`src/core/ckc_pkg.sv`:
```
// Shared constants and types for the clock and synthesizer controller
package ckc_pkg;

  // Register addresses on the special function register port
  localparam logic [7:0] CKC_CLOCK_CONTROL_ADDR = 8'h8f;
  localparam logic [7:0] CKC_PLL_CONTROL_ADDR   = 8'he9;
  localparam logic [7:0] CKC_REF_DIV_ADDR       = 8'hee;
  localparam logic [7:0] CKC_FB_DIV_ADDR        = 8'hef;

  // Field positions in clock_control
  localparam int CKC_TWO_WIRE_BIT = 7;
  localparam int CKC_WATCHDOG_BIT = 6;
  localparam int CKC_SERIAL_BIT   = 4;
  localparam int CKC_TIMER1_BIT   = 2;
  localparam int CKC_TIMER0_BIT   = 1;
  localparam int CKC_DOUBLE_BIT   = 0;

  // Field positions in pll_control
  localparam int CKC_FB_LOW_MSB = 7;
  localparam int CKC_FB_LOW_LSB = 6;
  localparam int CKC_HOLD_BIT   = 3;
  localparam int CKC_ENABLE_BIT = 1;
  localparam int CKC_LOCK_BIT   = 0;

  // Reference divider field top bit
  localparam int CKC_REF_DIV_MSB = 6;

  // Reset values
  localparam logic [7:0] CKC_CLOCK_CONTROL_RST = 8'h00;
  localparam logic [7:0] CKC_PLL_CONTROL_RST   = 8'h08;
  localparam logic [7:0] CKC_REF_DIV_RST       = 8'h00;
  localparam logic [7:0] CKC_FB_DIV_RST        = 8'h00;

  // CPU ticks per machine cycle (12 osc standard, 6 osc double)
  localparam logic [2:0] CKC_TICKS_PER_MC = 3'd6;

  // Lock detector: allowed edge skew in cycles, good pairs to lock
  localparam logic [7:0] CKC_LOCK_WINDOW = 8'h04;
  localparam logic [3:0] CKC_LOCK_PAIRS  = 4'h8;

  // Speed modes of the CPU and peripheral clocks
  typedef enum logic {CKC_STANDARD_SPEED, CKC_DOUBLE_SPEED} ckc_speed_t;

endpackage

```
`src/core/ckc_pfd_if.sv`:
```
// Link between the controller and the phase compare and lock detector
`timescale 1ns/1ps
interface ckc_pfd_if;
  logic [6:0] ref_div_value; // Reference divider setting
  logic [9:0] fb_div;        // Feedback divider setting
  logic       hold;          // Synthesizer held in reset
  logic       enable;        // Synthesizer enabled
  logic       vco_tick;      // One-cycle tick from the oscillator loop
  logic       up;            // Raise frequency pulse
  logic       down;          // Lower frequency pulse
  logic       locked;        // Lock indication

  modport ctl (output ref_div_value, fb_div, hold, enable, vco_tick,
               input up, down, locked);
  modport pfd (input ref_div_value, fb_div, hold, enable, vco_tick,
               output up, down, locked);
endinterface

```
`src/core/ckc_pfd.sv`:
```
// Phase-frequency compare and lock detect for the frequency synthesizer
`timescale 1ns/1ps
module ckc_pfd
  import ckc_pkg::*;
(
  input  wire logic core_clk, // Oscillator clock
  input  wire logic rst_b,    // Synchronous reset, active low
  ckc_pfd_if.pfd    pfd_bus   // Divider settings in, compare results out
);

  logic [6:0] ref_cnt_r;  // Reference divider count
  logic [9:0] fb_cnt_r;   // Feedback divider count
  logic       up_r;       // Raise pulse
  logic       down_r;     // Lower pulse
  logic [7:0] skew_r;     // Cycles one edge has waited for the other
  logic [3:0] good_r;     // Consecutive aligned edge pairs
  logic       lock_r;     // Lock flag
  logic       run;        // Detector active
  logic       ref_edge;   // Divided reference edge
  logic       fb_edge;    // Divided feedback edge
  logic       pair_done;  // Both edges of a pair seen
  logic       miss;       // Pair too far apart

  assign run       = pfd_bus.enable & ~pfd_bus.hold;
  assign ref_edge  = run & (ref_cnt_r == pfd_bus.ref_div_value);
  assign fb_edge   = run & pfd_bus.vco_tick & (fb_cnt_r == pfd_bus.fb_div);
  assign pair_done = (up_r | ref_edge) & (down_r | fb_edge);
  assign miss      = skew_r > CKC_LOCK_WINDOW;

  // RL15 reference divider
  always_ff @(posedge core_clk) begin
    if (!rst_b || !run || ref_edge) begin
      ref_cnt_r <= 7'h00;
    end else begin
      ref_cnt_r <= ref_cnt_r + 7'h01;
    end
  end

  // RL15 feedback divider
  always_ff @(posedge core_clk) begin
    if (!rst_b || !run || fb_edge) begin
      fb_cnt_r <= 10'h000;
    end else if (pfd_bus.vco_tick) begin
      fb_cnt_r <= fb_cnt_r + 10'h001;
    end
  end

  // RL15 up and down pulses
  always_ff @(posedge core_clk) begin
    if (!rst_b || !run || pair_done) begin
      up_r   <= 1'b0;
      down_r <= 1'b0;
    end else begin
      up_r   <= up_r | ref_edge;
      down_r <= down_r | fb_edge;
    end
  end

  // Skew counter saturates just past the window
  always_ff @(posedge core_clk) begin
    if (!rst_b || !(up_r | down_r) || pair_done) begin
      skew_r <= 8'h00;
    end else if (!miss) begin
      skew_r <= skew_r + 8'h01;
    end
  end

  // RL11 lock set and lost by hardware
  always_ff @(posedge core_clk) begin
    if (!rst_b || !run || miss) begin
      good_r <= 4'h0;
      lock_r <= 1'b0;
    end else begin
      if (pair_done && good_r != CKC_LOCK_PAIRS) begin
        good_r <= good_r + 4'h1;
      end
      if (good_r == CKC_LOCK_PAIRS) begin
        lock_r <= 1'b1;
      end
    end
  end

  assign pfd_bus.up     = up_r;
  assign pfd_bus.down   = down_r;
  assign pfd_bus.locked = lock_r;
endmodule

```
`src/core/ckc_controller.sv`:
```
// Clock controller: speed modes, peripheral clock selects, synthesizer control
//
// Behaviour
// RL1 - Machine cycle: 12 or 6 oscillator periods
// RL2 - Reset starts standard mode, boot default permitting
// RL3 - Standard halves oscillator; double runs at oscillator
// RL4 - Flash variant loads speed from boot strap
// RL5 - Two-wire select bit picks oscillator half
// RL6 - Watchdog select bit picks oscillator half
// RL7 - Serial select bit picks oscillator half
// RL8 - Timer selects pick oscillator half
// RL9 - Software keeps reserved clock bits clear
// RL10 - Enable bit starts and stops synthesizer
// RL11 - Lock flag hardware owned, writes ignored
// RL12 - Hold bit resets synthesizer, set at reset
// RL13 - Feedback divider ten bits, split registers
// RL14 - Reference divider seven bits, top reads zero
// RL15 - Compare divided edges, pulse up/down, lock
// RL16 - Software waits for lock before use
// RL17 - Reserved control bits always read zero
// RL18 - Peripheral clock feeds timers, card, converter
// RL19 - Clocks gated by power reduction mode
// RL20 - Synthesizer clock feeds audio and USB
// RL21 - Speed switch without shortened clock pulses
`timescale 1ns/1ps
module ckc_controller
  import ckc_pkg::*;
#(
  parameter logic FLASH_VARIANT = 1'b1 // Strap-loaded speed when set
) (
  input  wire logic       core_clk,           // Oscillator clock, 40 MHz
  input  wire logic       rst_b,              // Synchronous reset, active low
  input  wire logic [7:0] sfr_addr,           // Register address
  input  wire logic       sfr_wr,             // Write strobe
  input  wire logic       sfr_rd,             // Read strobe
  input  wire logic [7:0] sfr_wdata,          // Write data
  output logic      [7:0] sfr_rdata,          // Read data, one cycle later
  input  wire logic       boot_speed_default, // Boot speed strap
  input  wire logic       idle_mode,          // Idle power reduction
  input  wire logic       power_down,         // Power-down reduction
  input  wire logic       vco_tick,           // Oscillator loop tick
  output logic            cpu_clk_en,         // CPU clock tick
  output logic            per_clk_en,         // Peripheral clock tick
  output logic            machine_cycle,      // Machine cycle end tick
  output logic            timer0_clk_en,      // Timer 0 clock tick
  output logic            timer1_clk_en,      // Timer 1 clock tick
  output logic            serial_clk_en,      // Serial modes 0/2 tick
  output logic            watchdog_clk_en,    // Watchdog clock tick
  output logic            two_wire_clk_en,    // Two-wire clock tick
  output logic            synth_run,          // Synthesizer running
  output logic            synth_hold,         // Synthesizer in reset
  output logic            synth_up,           // Charge pump raise
  output logic            synth_down,         // Charge pump lower
  output logic            synth_clk_en        // Synthesizer clock tick
);

  ckc_speed_t speed_req_r;   // Speed written by software
  ckc_speed_t speed_r;       // Speed in force
  logic       phase_r;       // Oscillator half phase
  logic [2:0] mc_cnt_r;      // Ticks inside the machine cycle
  logic       twi_sel_r;     // two_wire_clk_sel
  logic       wd_sel_r;      // watchdog_clk_sel
  logic       ser_sel_r;     // serial_clk_sel
  logic       t1_sel_r;      // timer1_clk_sel
  logic       t0_sel_r;      // timer0_clk_sel
  logic [1:0] fb_low_r;      // feedback_div_low
  logic       hold_r;        // synth_hold_reset
  logic       en_r;          // synth_enable
  logic [6:0] ref_div_r;     // ref_div_value
  logic [7:0] fb_high_r;     // Feedback divider high bits
  logic [7:0] rdata_r;       // Read data register
  logic       cpu_r;         // CPU tick register
  logic       per_r;         // Peripheral tick register
  logic       mc_r;          // Machine cycle register
  logic       t0_r;          // Timer 0 tick register
  logic       t1_r;          // Timer 1 tick register
  logic       ser_r;         // Serial tick register
  logic       wd_r;          // Watchdog tick register
  logic       twi_r;         // Two-wire tick register
  logic       run_r;         // Synthesizer run register
  logic       hold_out_r;    // Synthesizer hold register
  logic       up_r;          // Raise pulse register
  logic       down_r;        // Lower pulse register
  logic       sclk_r;        // Synthesizer tick register
  logic       per_tick;      // Peripheral tick this cycle
  logic       half_tick;     // Oscillator half tick this cycle
  logic       cpu_tick;      // CPU tick this cycle
  logic       wr_ck;         // Write to clock_control
  logic       wr_pc;         // Write to pll_control
  logic       wr_nd;         // Write to reference divider
  logic       wr_fd;         // Write to feedback divider

  ckc_pfd_if pfd_bus ();     // Link to the detector

  // Picks the oscillator half tick or the peripheral tick for one user
  function automatic logic pick_tick(input logic sel, input logic half,
                                     input logic per, input logic pd);
    pick_tick = (sel ? half : per) & ~pd;
  endfunction

  // Assembles the readable view of a register
  function automatic logic [7:0] read_view(input logic [7:0] addr);
    logic [7:0] v;
    v = 8'h00;
    unique case (addr)
      CKC_CLOCK_CONTROL_ADDR: begin
        // Reserved bits 5 and 3 return zero
        v[CKC_TWO_WIRE_BIT] = twi_sel_r;
        v[CKC_WATCHDOG_BIT] = wd_sel_r;
        v[CKC_SERIAL_BIT]   = ser_sel_r;
        v[CKC_TIMER1_BIT]   = t1_sel_r;
        v[CKC_TIMER0_BIT]   = t0_sel_r;
        v[CKC_DOUBLE_BIT]   = (speed_req_r == CKC_DOUBLE_SPEED);
      end
      CKC_PLL_CONTROL_ADDR: begin
        // RL17 reserved read zero
        v[CKC_FB_LOW_MSB:CKC_FB_LOW_LSB] = fb_low_r;
        v[CKC_HOLD_BIT]   = hold_r;
        v[CKC_ENABLE_BIT] = en_r;
        v[CKC_LOCK_BIT]   = pfd_bus.locked;
      end
      CKC_REF_DIV_ADDR: begin
        // RL14 top bit zero
        v[CKC_REF_DIV_MSB:0] = ref_div_r;
      end
      CKC_FB_DIV_ADDR: begin
        v = fb_high_r;
      end
      default: begin
        // Unmapped addresses read zero
        v = 8'h00;
      end
    endcase
    read_view = v;
  endfunction

  // Address decode for writes
  assign wr_ck = sfr_wr & (sfr_addr == CKC_CLOCK_CONTROL_ADDR);
  assign wr_pc = sfr_wr & (sfr_addr == CKC_PLL_CONTROL_ADDR);
  assign wr_nd = sfr_wr & (sfr_addr == CKC_REF_DIV_ADDR);
  assign wr_fd = sfr_wr & (sfr_addr == CKC_FB_DIV_ADDR);

  // RL3 tick rate by mode
  assign half_tick = phase_r;
  assign per_tick  = (speed_r == CKC_DOUBLE_SPEED) | phase_r;
  assign cpu_tick  = per_tick & ~idle_mode & ~power_down;

  // Oscillator half phase runs freely
  always_ff @(posedge core_clk) begin
    if (!rst_b) begin
      phase_r <= 1'b0;
    end else begin
      phase_r <= ~phase_r;
    end
  end

  // Requested speed from software or boot strap
  always_ff @(posedge core_clk) begin
    if (!rst_b) begin
      // RL4 strap on flash
      if (FLASH_VARIANT && boot_speed_default) begin
        speed_req_r <= CKC_DOUBLE_SPEED;
      end else begin
        // RL2 standard after reset
        speed_req_r <= CKC_STANDARD_SPEED;
      end
    end else if (wr_ck) begin
      speed_req_r <= sfr_wdata[CKC_DOUBLE_BIT] ? CKC_DOUBLE_SPEED
                                               : CKC_STANDARD_SPEED;
    end
  end

  // Speed in force changes only at the end of a half-rate period
  always_ff @(posedge core_clk) begin
    if (!rst_b) begin
      speed_r <= (FLASH_VARIANT && boot_speed_default) ? CKC_DOUBLE_SPEED
                                                       : CKC_STANDARD_SPEED;
    end else if (phase_r) begin
      // RL21 switch on boundary
      speed_r <= speed_req_r;
    end
  end

  // Peripheral clock selects
  always_ff @(posedge core_clk) begin
    if (!rst_b) begin
      twi_sel_r <= CKC_CLOCK_CONTROL_RST[CKC_TWO_WIRE_BIT];
      wd_sel_r  <= CKC_CLOCK_CONTROL_RST[CKC_WATCHDOG_BIT];
      ser_sel_r <= CKC_CLOCK_CONTROL_RST[CKC_SERIAL_BIT];
      t1_sel_r  <= CKC_CLOCK_CONTROL_RST[CKC_TIMER1_BIT];
      t0_sel_r  <= CKC_CLOCK_CONTROL_RST[CKC_TIMER0_BIT];
    end else if (wr_ck) begin
      // RL9 reserved bits dropped
      twi_sel_r <= sfr_wdata[CKC_TWO_WIRE_BIT];
      wd_sel_r  <= sfr_wdata[CKC_WATCHDOG_BIT];
      ser_sel_r <= sfr_wdata[CKC_SERIAL_BIT];
      t1_sel_r  <= sfr_wdata[CKC_TIMER1_BIT];
      t0_sel_r  <= sfr_wdata[CKC_TIMER0_BIT];
    end
  end

  // Synthesizer control bits; the lock bit is not stored
  always_ff @(posedge core_clk) begin
    if (!rst_b) begin
      // RL12 hold set at reset
      fb_low_r <= CKC_PLL_CONTROL_RST[CKC_FB_LOW_MSB:CKC_FB_LOW_LSB];
      hold_r   <= CKC_PLL_CONTROL_RST[CKC_HOLD_BIT];
      en_r     <= CKC_PLL_CONTROL_RST[CKC_ENABLE_BIT];
    end else if (wr_pc) begin
      // RL11 lock write ignored
      fb_low_r <= sfr_wdata[CKC_FB_LOW_MSB:CKC_FB_LOW_LSB];
      hold_r   <= sfr_wdata[CKC_HOLD_BIT];
      en_r     <= sfr_wdata[CKC_ENABLE_BIT];
    end
  end

  // Divider registers
  always_ff @(posedge core_clk) begin
    if (!rst_b) begin
      ref_div_r <= CKC_REF_DIV_RST[CKC_REF_DIV_MSB:0];
      fb_high_r <= CKC_FB_DIV_RST;
    end else begin
      if (wr_nd) begin
        // RL14 seven bit value
        ref_div_r <= sfr_wdata[CKC_REF_DIV_MSB:0];
      end
      if (wr_fd) begin
        fb_high_r <= sfr_wdata;
      end
    end
  end

  // Read data is captured on the read strobe, zero otherwise
  always_ff @(posedge core_clk) begin
    if (!rst_b || !sfr_rd) begin
      rdata_r <= 8'h00;
    end else begin
      rdata_r <= read_view(sfr_addr);
    end
  end

  // Machine cycle counter over CPU ticks
  always_ff @(posedge core_clk) begin
    if (!rst_b) begin
      mc_cnt_r <= 3'd0;
      mc_r     <= 1'b0;
    end else begin
      // RL1 six ticks each
      mc_r <= cpu_tick & (mc_cnt_r == CKC_TICKS_PER_MC - 3'd1);
      if (cpu_tick) begin
        mc_cnt_r <= (mc_cnt_r == CKC_TICKS_PER_MC - 3'd1) ? 3'd0
                                                          : mc_cnt_r + 3'd1;
      end
    end
  end

  // CPU and peripheral clock ticks with power gating
  always_ff @(posedge core_clk) begin
    if (!rst_b) begin
      cpu_r <= 1'b0;
      per_r <= 1'b0;
    end else begin
      // RL19 gated by mode
      cpu_r <= cpu_tick;
      // RL18 shared peripheral tick
      per_r <= per_tick & ~power_down;
    end
  end

  // Per-user clock selection
  always_ff @(posedge core_clk) begin
    if (!rst_b) begin
      twi_r <= 1'b0;
      wd_r  <= 1'b0;
      ser_r <= 1'b0;
      t1_r  <= 1'b0;
      t0_r  <= 1'b0;
    end else begin
      // RL5 two-wire source
      twi_r <= pick_tick(twi_sel_r, half_tick, per_tick, power_down);
      // RL6 watchdog source
      wd_r  <= pick_tick(wd_sel_r, half_tick, per_tick, power_down);
      // RL7 serial source
      ser_r <= pick_tick(ser_sel_r, half_tick, per_tick, power_down);
      // RL8 timer sources
      t1_r  <= pick_tick(t1_sel_r, half_tick, per_tick, power_down);
      t0_r  <= pick_tick(t0_sel_r, half_tick, per_tick, power_down);
    end
  end

  // Feed the detector
  assign pfd_bus.ref_div_value = ref_div_r;
  // RL13 split feedback divider
  assign pfd_bus.fb_div        = {fb_high_r, fb_low_r};
  assign pfd_bus.hold          = hold_r;
  assign pfd_bus.enable        = en_r & ~power_down;
  assign pfd_bus.vco_tick      = vco_tick;

  // RL15 compare and detect
  ckc_pfd ckc_pfd_i (
    .core_clk (core_clk),
    .rst_b    (rst_b),
    .pfd_bus  (pfd_bus.pfd)
  );

  // Synthesizer outputs
  always_ff @(posedge core_clk) begin
    if (!rst_b) begin
      run_r      <= 1'b0;
      hold_out_r <= 1'b1;
      up_r       <= 1'b0;
      down_r     <= 1'b0;
      sclk_r     <= 1'b0;
    end else begin
      // RL10 enable runs loop
      run_r      <= en_r & ~hold_r & ~power_down;
      // RL12 hold to loop
      hold_out_r <= hold_r;
      up_r       <= pfd_bus.up;
      down_r     <= pfd_bus.down;
      // RL20 audio and USB clock
      sclk_r     <= vco_tick & en_r & ~hold_r & ~power_down;
    end
  end

  // Outputs straight from registers
  assign sfr_rdata       = rdata_r;
  assign cpu_clk_en      = cpu_r;
  assign per_clk_en      = per_r;
  assign machine_cycle   = mc_r;
  assign timer0_clk_en   = t0_r;
  assign timer1_clk_en   = t1_r;
  assign serial_clk_en   = ser_r;
  assign watchdog_clk_en = wd_r;
  assign two_wire_clk_en = twi_r;
  assign synth_run       = run_r;
  assign synth_hold      = hold_out_r;
  assign synth_up        = up_r;
  assign synth_down      = down_r;
  assign synth_clk_en    = sclk_r;
endmodule

```
`config.mk`:
```
export PLATFORM = sky130hd
export DESIGN_NAME = ckc_controller
export DESIGN_NICKNAME = d
export VERILOG_FILES = /design/src/core/ckc_pkg.sv /design/src/core/ckc_pfd_if.sv /design/src/core/ckc_pfd.sv /design/src/core/ckc_controller.sv
export SDC_FILE = /design/constraint.sdc
export NUM_CORES = 1
export LEC_CHECK = 0
export BUFFER_PORTS_ARGS = -buffer_cell sky130_fd_sc_hd__buf_2
export CAP_MARGIN = 20
export CORE_UTILIZATION = 40
export CTS_CLUSTER_DIAMETER = 40
export DETAILED_ROUTE_END_ITERATION = 10
export GPL_ROUTABILITY_DRIVEN = 0
export PLACE_DENSITY = 0.65
export SYNTH_ARGS = -nofsm -noshare
export SYNTH_HDL_FRONTEND = slang
export SYNTH_SLANG_ARGS = --single-unit
```
`constraint.sdc`:
```
create_clock -name core_clk -period 4.2 [get_ports core_clk]
set_input_delay 0.84 -clock core_clk [delete_from_list [all_inputs] [get_ports core_clk]]
set_output_delay 0.84 -clock core_clk [all_outputs]
set_load 0.1 [all_outputs]
```
==> flow_summary_export.csv <==
group,metric,value,unit
synth,synth_area,0.00342,mm2
cts,clk_latency,0.35,ns
route,drt_iter0_drc,120,
sta,fmax,469,MHz
synth,avgSynthCellArea,9.58,um2
place,dpl.hpwl,5.31,mm
route,num_vias,2608,
critical_path,r2r_start,"hold_r",
synth,synthTopCellsByArea,"dfxtp_1 47%, mux2i_1 8.2%, nor2_1 7.7%",
floorplanning,die_area,0.00893,mm2
critical_path,crit_slowest_cell,"or4_1",
cells_and_area,fin_area,0.00398,mm2
pwr,leakage,1.73,nW
floorplanning,start_util,41.4,%
run_status,outcome,"finished clean",
place,place_area,0.00374,mm2
cts,clockRootBuffer,"clkbuf_8",
route,postRouteAntennaNets,0,
sta,slew_violations,0,
pwr,vdd_drop_max,0.154,mV
cts,clkTransAtPathRegs,0.08,ns
critical_path,path_buf_inv,1,
synth,ys_types,47,
cells_and_area,area_delta_synth_final,16.3,%
sta,min_period,2.13,ns
synth,yosys.area.top_type,"dfxtp_1",
synth,synth_top_area_share,47.4,%
synth,synth_compound_area_share,7.50,%
synth,synth_warnings,0,
critical_path,reg2reg_slack,2.27,ns
sta,fin_crit_sh,50.8,%
global_route,first_global_vias,2383,
floorplanning,core,0.00826,mm2
synth,syn_inst,357,
sta,setup_viol,0,
cts,clockBufferDepth,2,
floorplanning,rows,33,
critical_path,critPathLaunch,"power_down",
synth,yosys.area_share.simple,22.2,%
synth,syn-num-nets,387,
sta,finalHoldViolCount,0,
route,routed_wl,7.22,mm
global_route,grt_pass1_wl,11.6,mm
synth,synthMuxAreaShare,8.19,%
cts,htree_num_levels,3,
sta,slew_headroom,54.7,%
synth,synth_top_family_by_area,"simple AND/OR/NAND/NOR gates",
sta,tightest_slew,0.678,ns
flow_run,drv_cap,0,
hold_path,worst_hold_path_type,"register to register",
floorplanning,io_pins,45,
critical_path,crit_path_start_kind,"primary input",
floorplanning,dieWidth,94.5,um
sta,whs,0.421,ns
cells_and_area,final_nets,433,
route,viasPerCell,5.08,
global_route,antenna_found_initial,0,
route,avgRoutedWirePerCell,14.1,um
critical_path,critPathMaxFanout,9,
cells_and_area,instances_no_fill,513,
place,dp_cells,497,
sta,setup_tns,0,ns
cts,cts_tree,"built",
critical_path,criticalPathCategory,"primary input to register",
cells_and_area,drive_gt1_share,16.4,%
hold_path,hp-start,"ckc_pfd_i.pfd_bus.down",
cts,cts_buffers,9,
sta,fin_skew,0.0112,ns
critical_path,critPathTopFamily,"simple AND/OR/NAND/NOR gates",
critical_path,worst_ep_arrival_time,2.42,ns
cts,clock_sinks,83,
global_route,grt_remaining_overflow,0,
route,drc,0,
synth,synth-seq-cells,83,
critical_path,cpPeakStageDelay,0.54,ns
critical_path,worstPathCellList,"buf_2, nor3b_4, nor4b_4, a31oi_2, or4_1, a21oi_1",
synth,synth_top_flop_cell,"dfxtp_1",
global_route,grt_usage,17.1,%
cells_and_area,antennaDiodeCount,0,
critical_path,worstPathRequired,4.48,ns
floorplanning,die_height,94.5,um
synth,synth_xor_area_share,8.71,%
critical_path,cp-end-kind,"register",
route,dr.pass1.iters,4,
synth,ys_async_sr_fraction,0,%
cts,postCtsHoldBufs,0,
global_route,grt_max_degree,31,
synth,synth-edff-count,2,
synth,synth_adder_area_share,2.19,%
cts,cts_resized,0,
pwr,powerDensity,393,mW/mm2
place,port-buffer-count,44,
sta,rsz0062_at_grt,"no",
cts,cts_setup_buffers,0,
synth,ys_seq_area_share,49.2,%
## cell usage in the layout, fill, tap and decap left out, drive strengths merged, types with 7 or more instances in the layout
cell    instances
buf            44
clkbuf          9
nand2          24
xor2           13
nand3          10
a21oi          14
xnor2          21
and3            7
mux2i          28
nor2           70
and2            9
inv            10
dfxtp          81
## layer usage
layer,vias to the layer above,share of wire [%],global-route usage [%]
met5,-,0,0
met3,15,4.7,4.75
met4,0,1.8,6.19
li1,1317,-,-
met2,59,44,26.3
met1,1217,50,23.0
## metrics by stage
step                      setup WS [ns]  total power [W]  util [%]
after floorplan                    2.00         0.000871         -
after global placement             1.74         0.000897      45.3
after detailed placement           1.71         0.000899      45.3
after CTS                          2.06          0.00157      48.2
after global routing               1.93          0.00162      48.2
final                              2.07          0.00156      48.2
## cells by family (layout without fill, tap and decap cells)
logic type | count (synthesis) | after routing
AO/OA/AOI/OAI | 36 | 36
multiplexers | 28 | 28
buffers and inverters | 19 | 70
XOR/XNOR | 34 | 34
AND/OR/NAND/NOR | 151 | 151
adder cells (fa/ha/maj) | 6 | 6
flip-flops | 83 | 83
## worst register-to-register path, stage by stage (launching register included)
cell     delay, ns
dfxtp_1       0.38
nor3b_4       0.30
nor4b_4       0.28
a31oi_2       0.22
or4_1         0.54
a21oi_1       0.14
## power by group
part           switching [W]  leakage (nW)  total [W]  internal [W]
registers         0.00000338         0.674   0.000801      0.000797
logic              0.0000607         0.934  0.0000796     0.0000189
clock network       0.000290         0.117   0.000684      0.000394
## synth_stat cells, types with 3 or more instances
| master | number |
|---|---|
| nand2_1 | 24 |
| a21oi_1 | 14 |
| xor2_1 | 13 |
| nand3_1 | 10 |
| a221oi_1 | 3 |
| inv_1 | 8 |
| clkbuf_1 | 8 |
| nand4_1 | 5 |
| nor3_1 | 5 |
| mux2i_1 | 28 |
| xnor2_1 | 21 |
| ha_1 | 6 |
| or4_1 | 3 |
| and3_1 | 7 |
| a22oi_1 | 6 |
| and2_1 | 9 |
| dfxtp_1 | 81 |
| nor2_1 | 70 |
## sequential cells by signal, indices dropped and copies added, names as in the netlist, 2 cells and up
register / count
sfr_rdata: 8
fb_high_r: 8
ckc_pfd_i.ref_cnt_r: 7
fb_low_r: 2
ckc_pfd_i.good_r: 4
pfd_bus.ref_div_value: 7
ckc_pfd_i.skew_r: 8
mc_cnt_r: 3
ckc_pfd_i.fb_cnt_r: 10
## worst paths after layout
| path | to | cells after the start |
|---|---|---|
| max | ckc_pfd_i.good_r[3] | 6 |
| min | ckc_pfd_i.pfd_bus.up | 1 |
| max reg2reg | ckc_pfd_i.good_r[3] | 5 |
| min reg2reg | ckc_pfd_i.pfd_bus.up | 1 |
## cell type report
class | instances | area (um2)
Sequential cell | 83 | 1680
Multi-Input combinational cell | 255 | 1670
Timing Repair Buffer | 44 | 220
Tap cell | 105 | 131
Clock inverter | 7 | 115
Fill cell | 779 | 4280
Inverter | 10 | 37.5
Clock buffer | 9 | 124
Power figures use the tool's default switching activity.
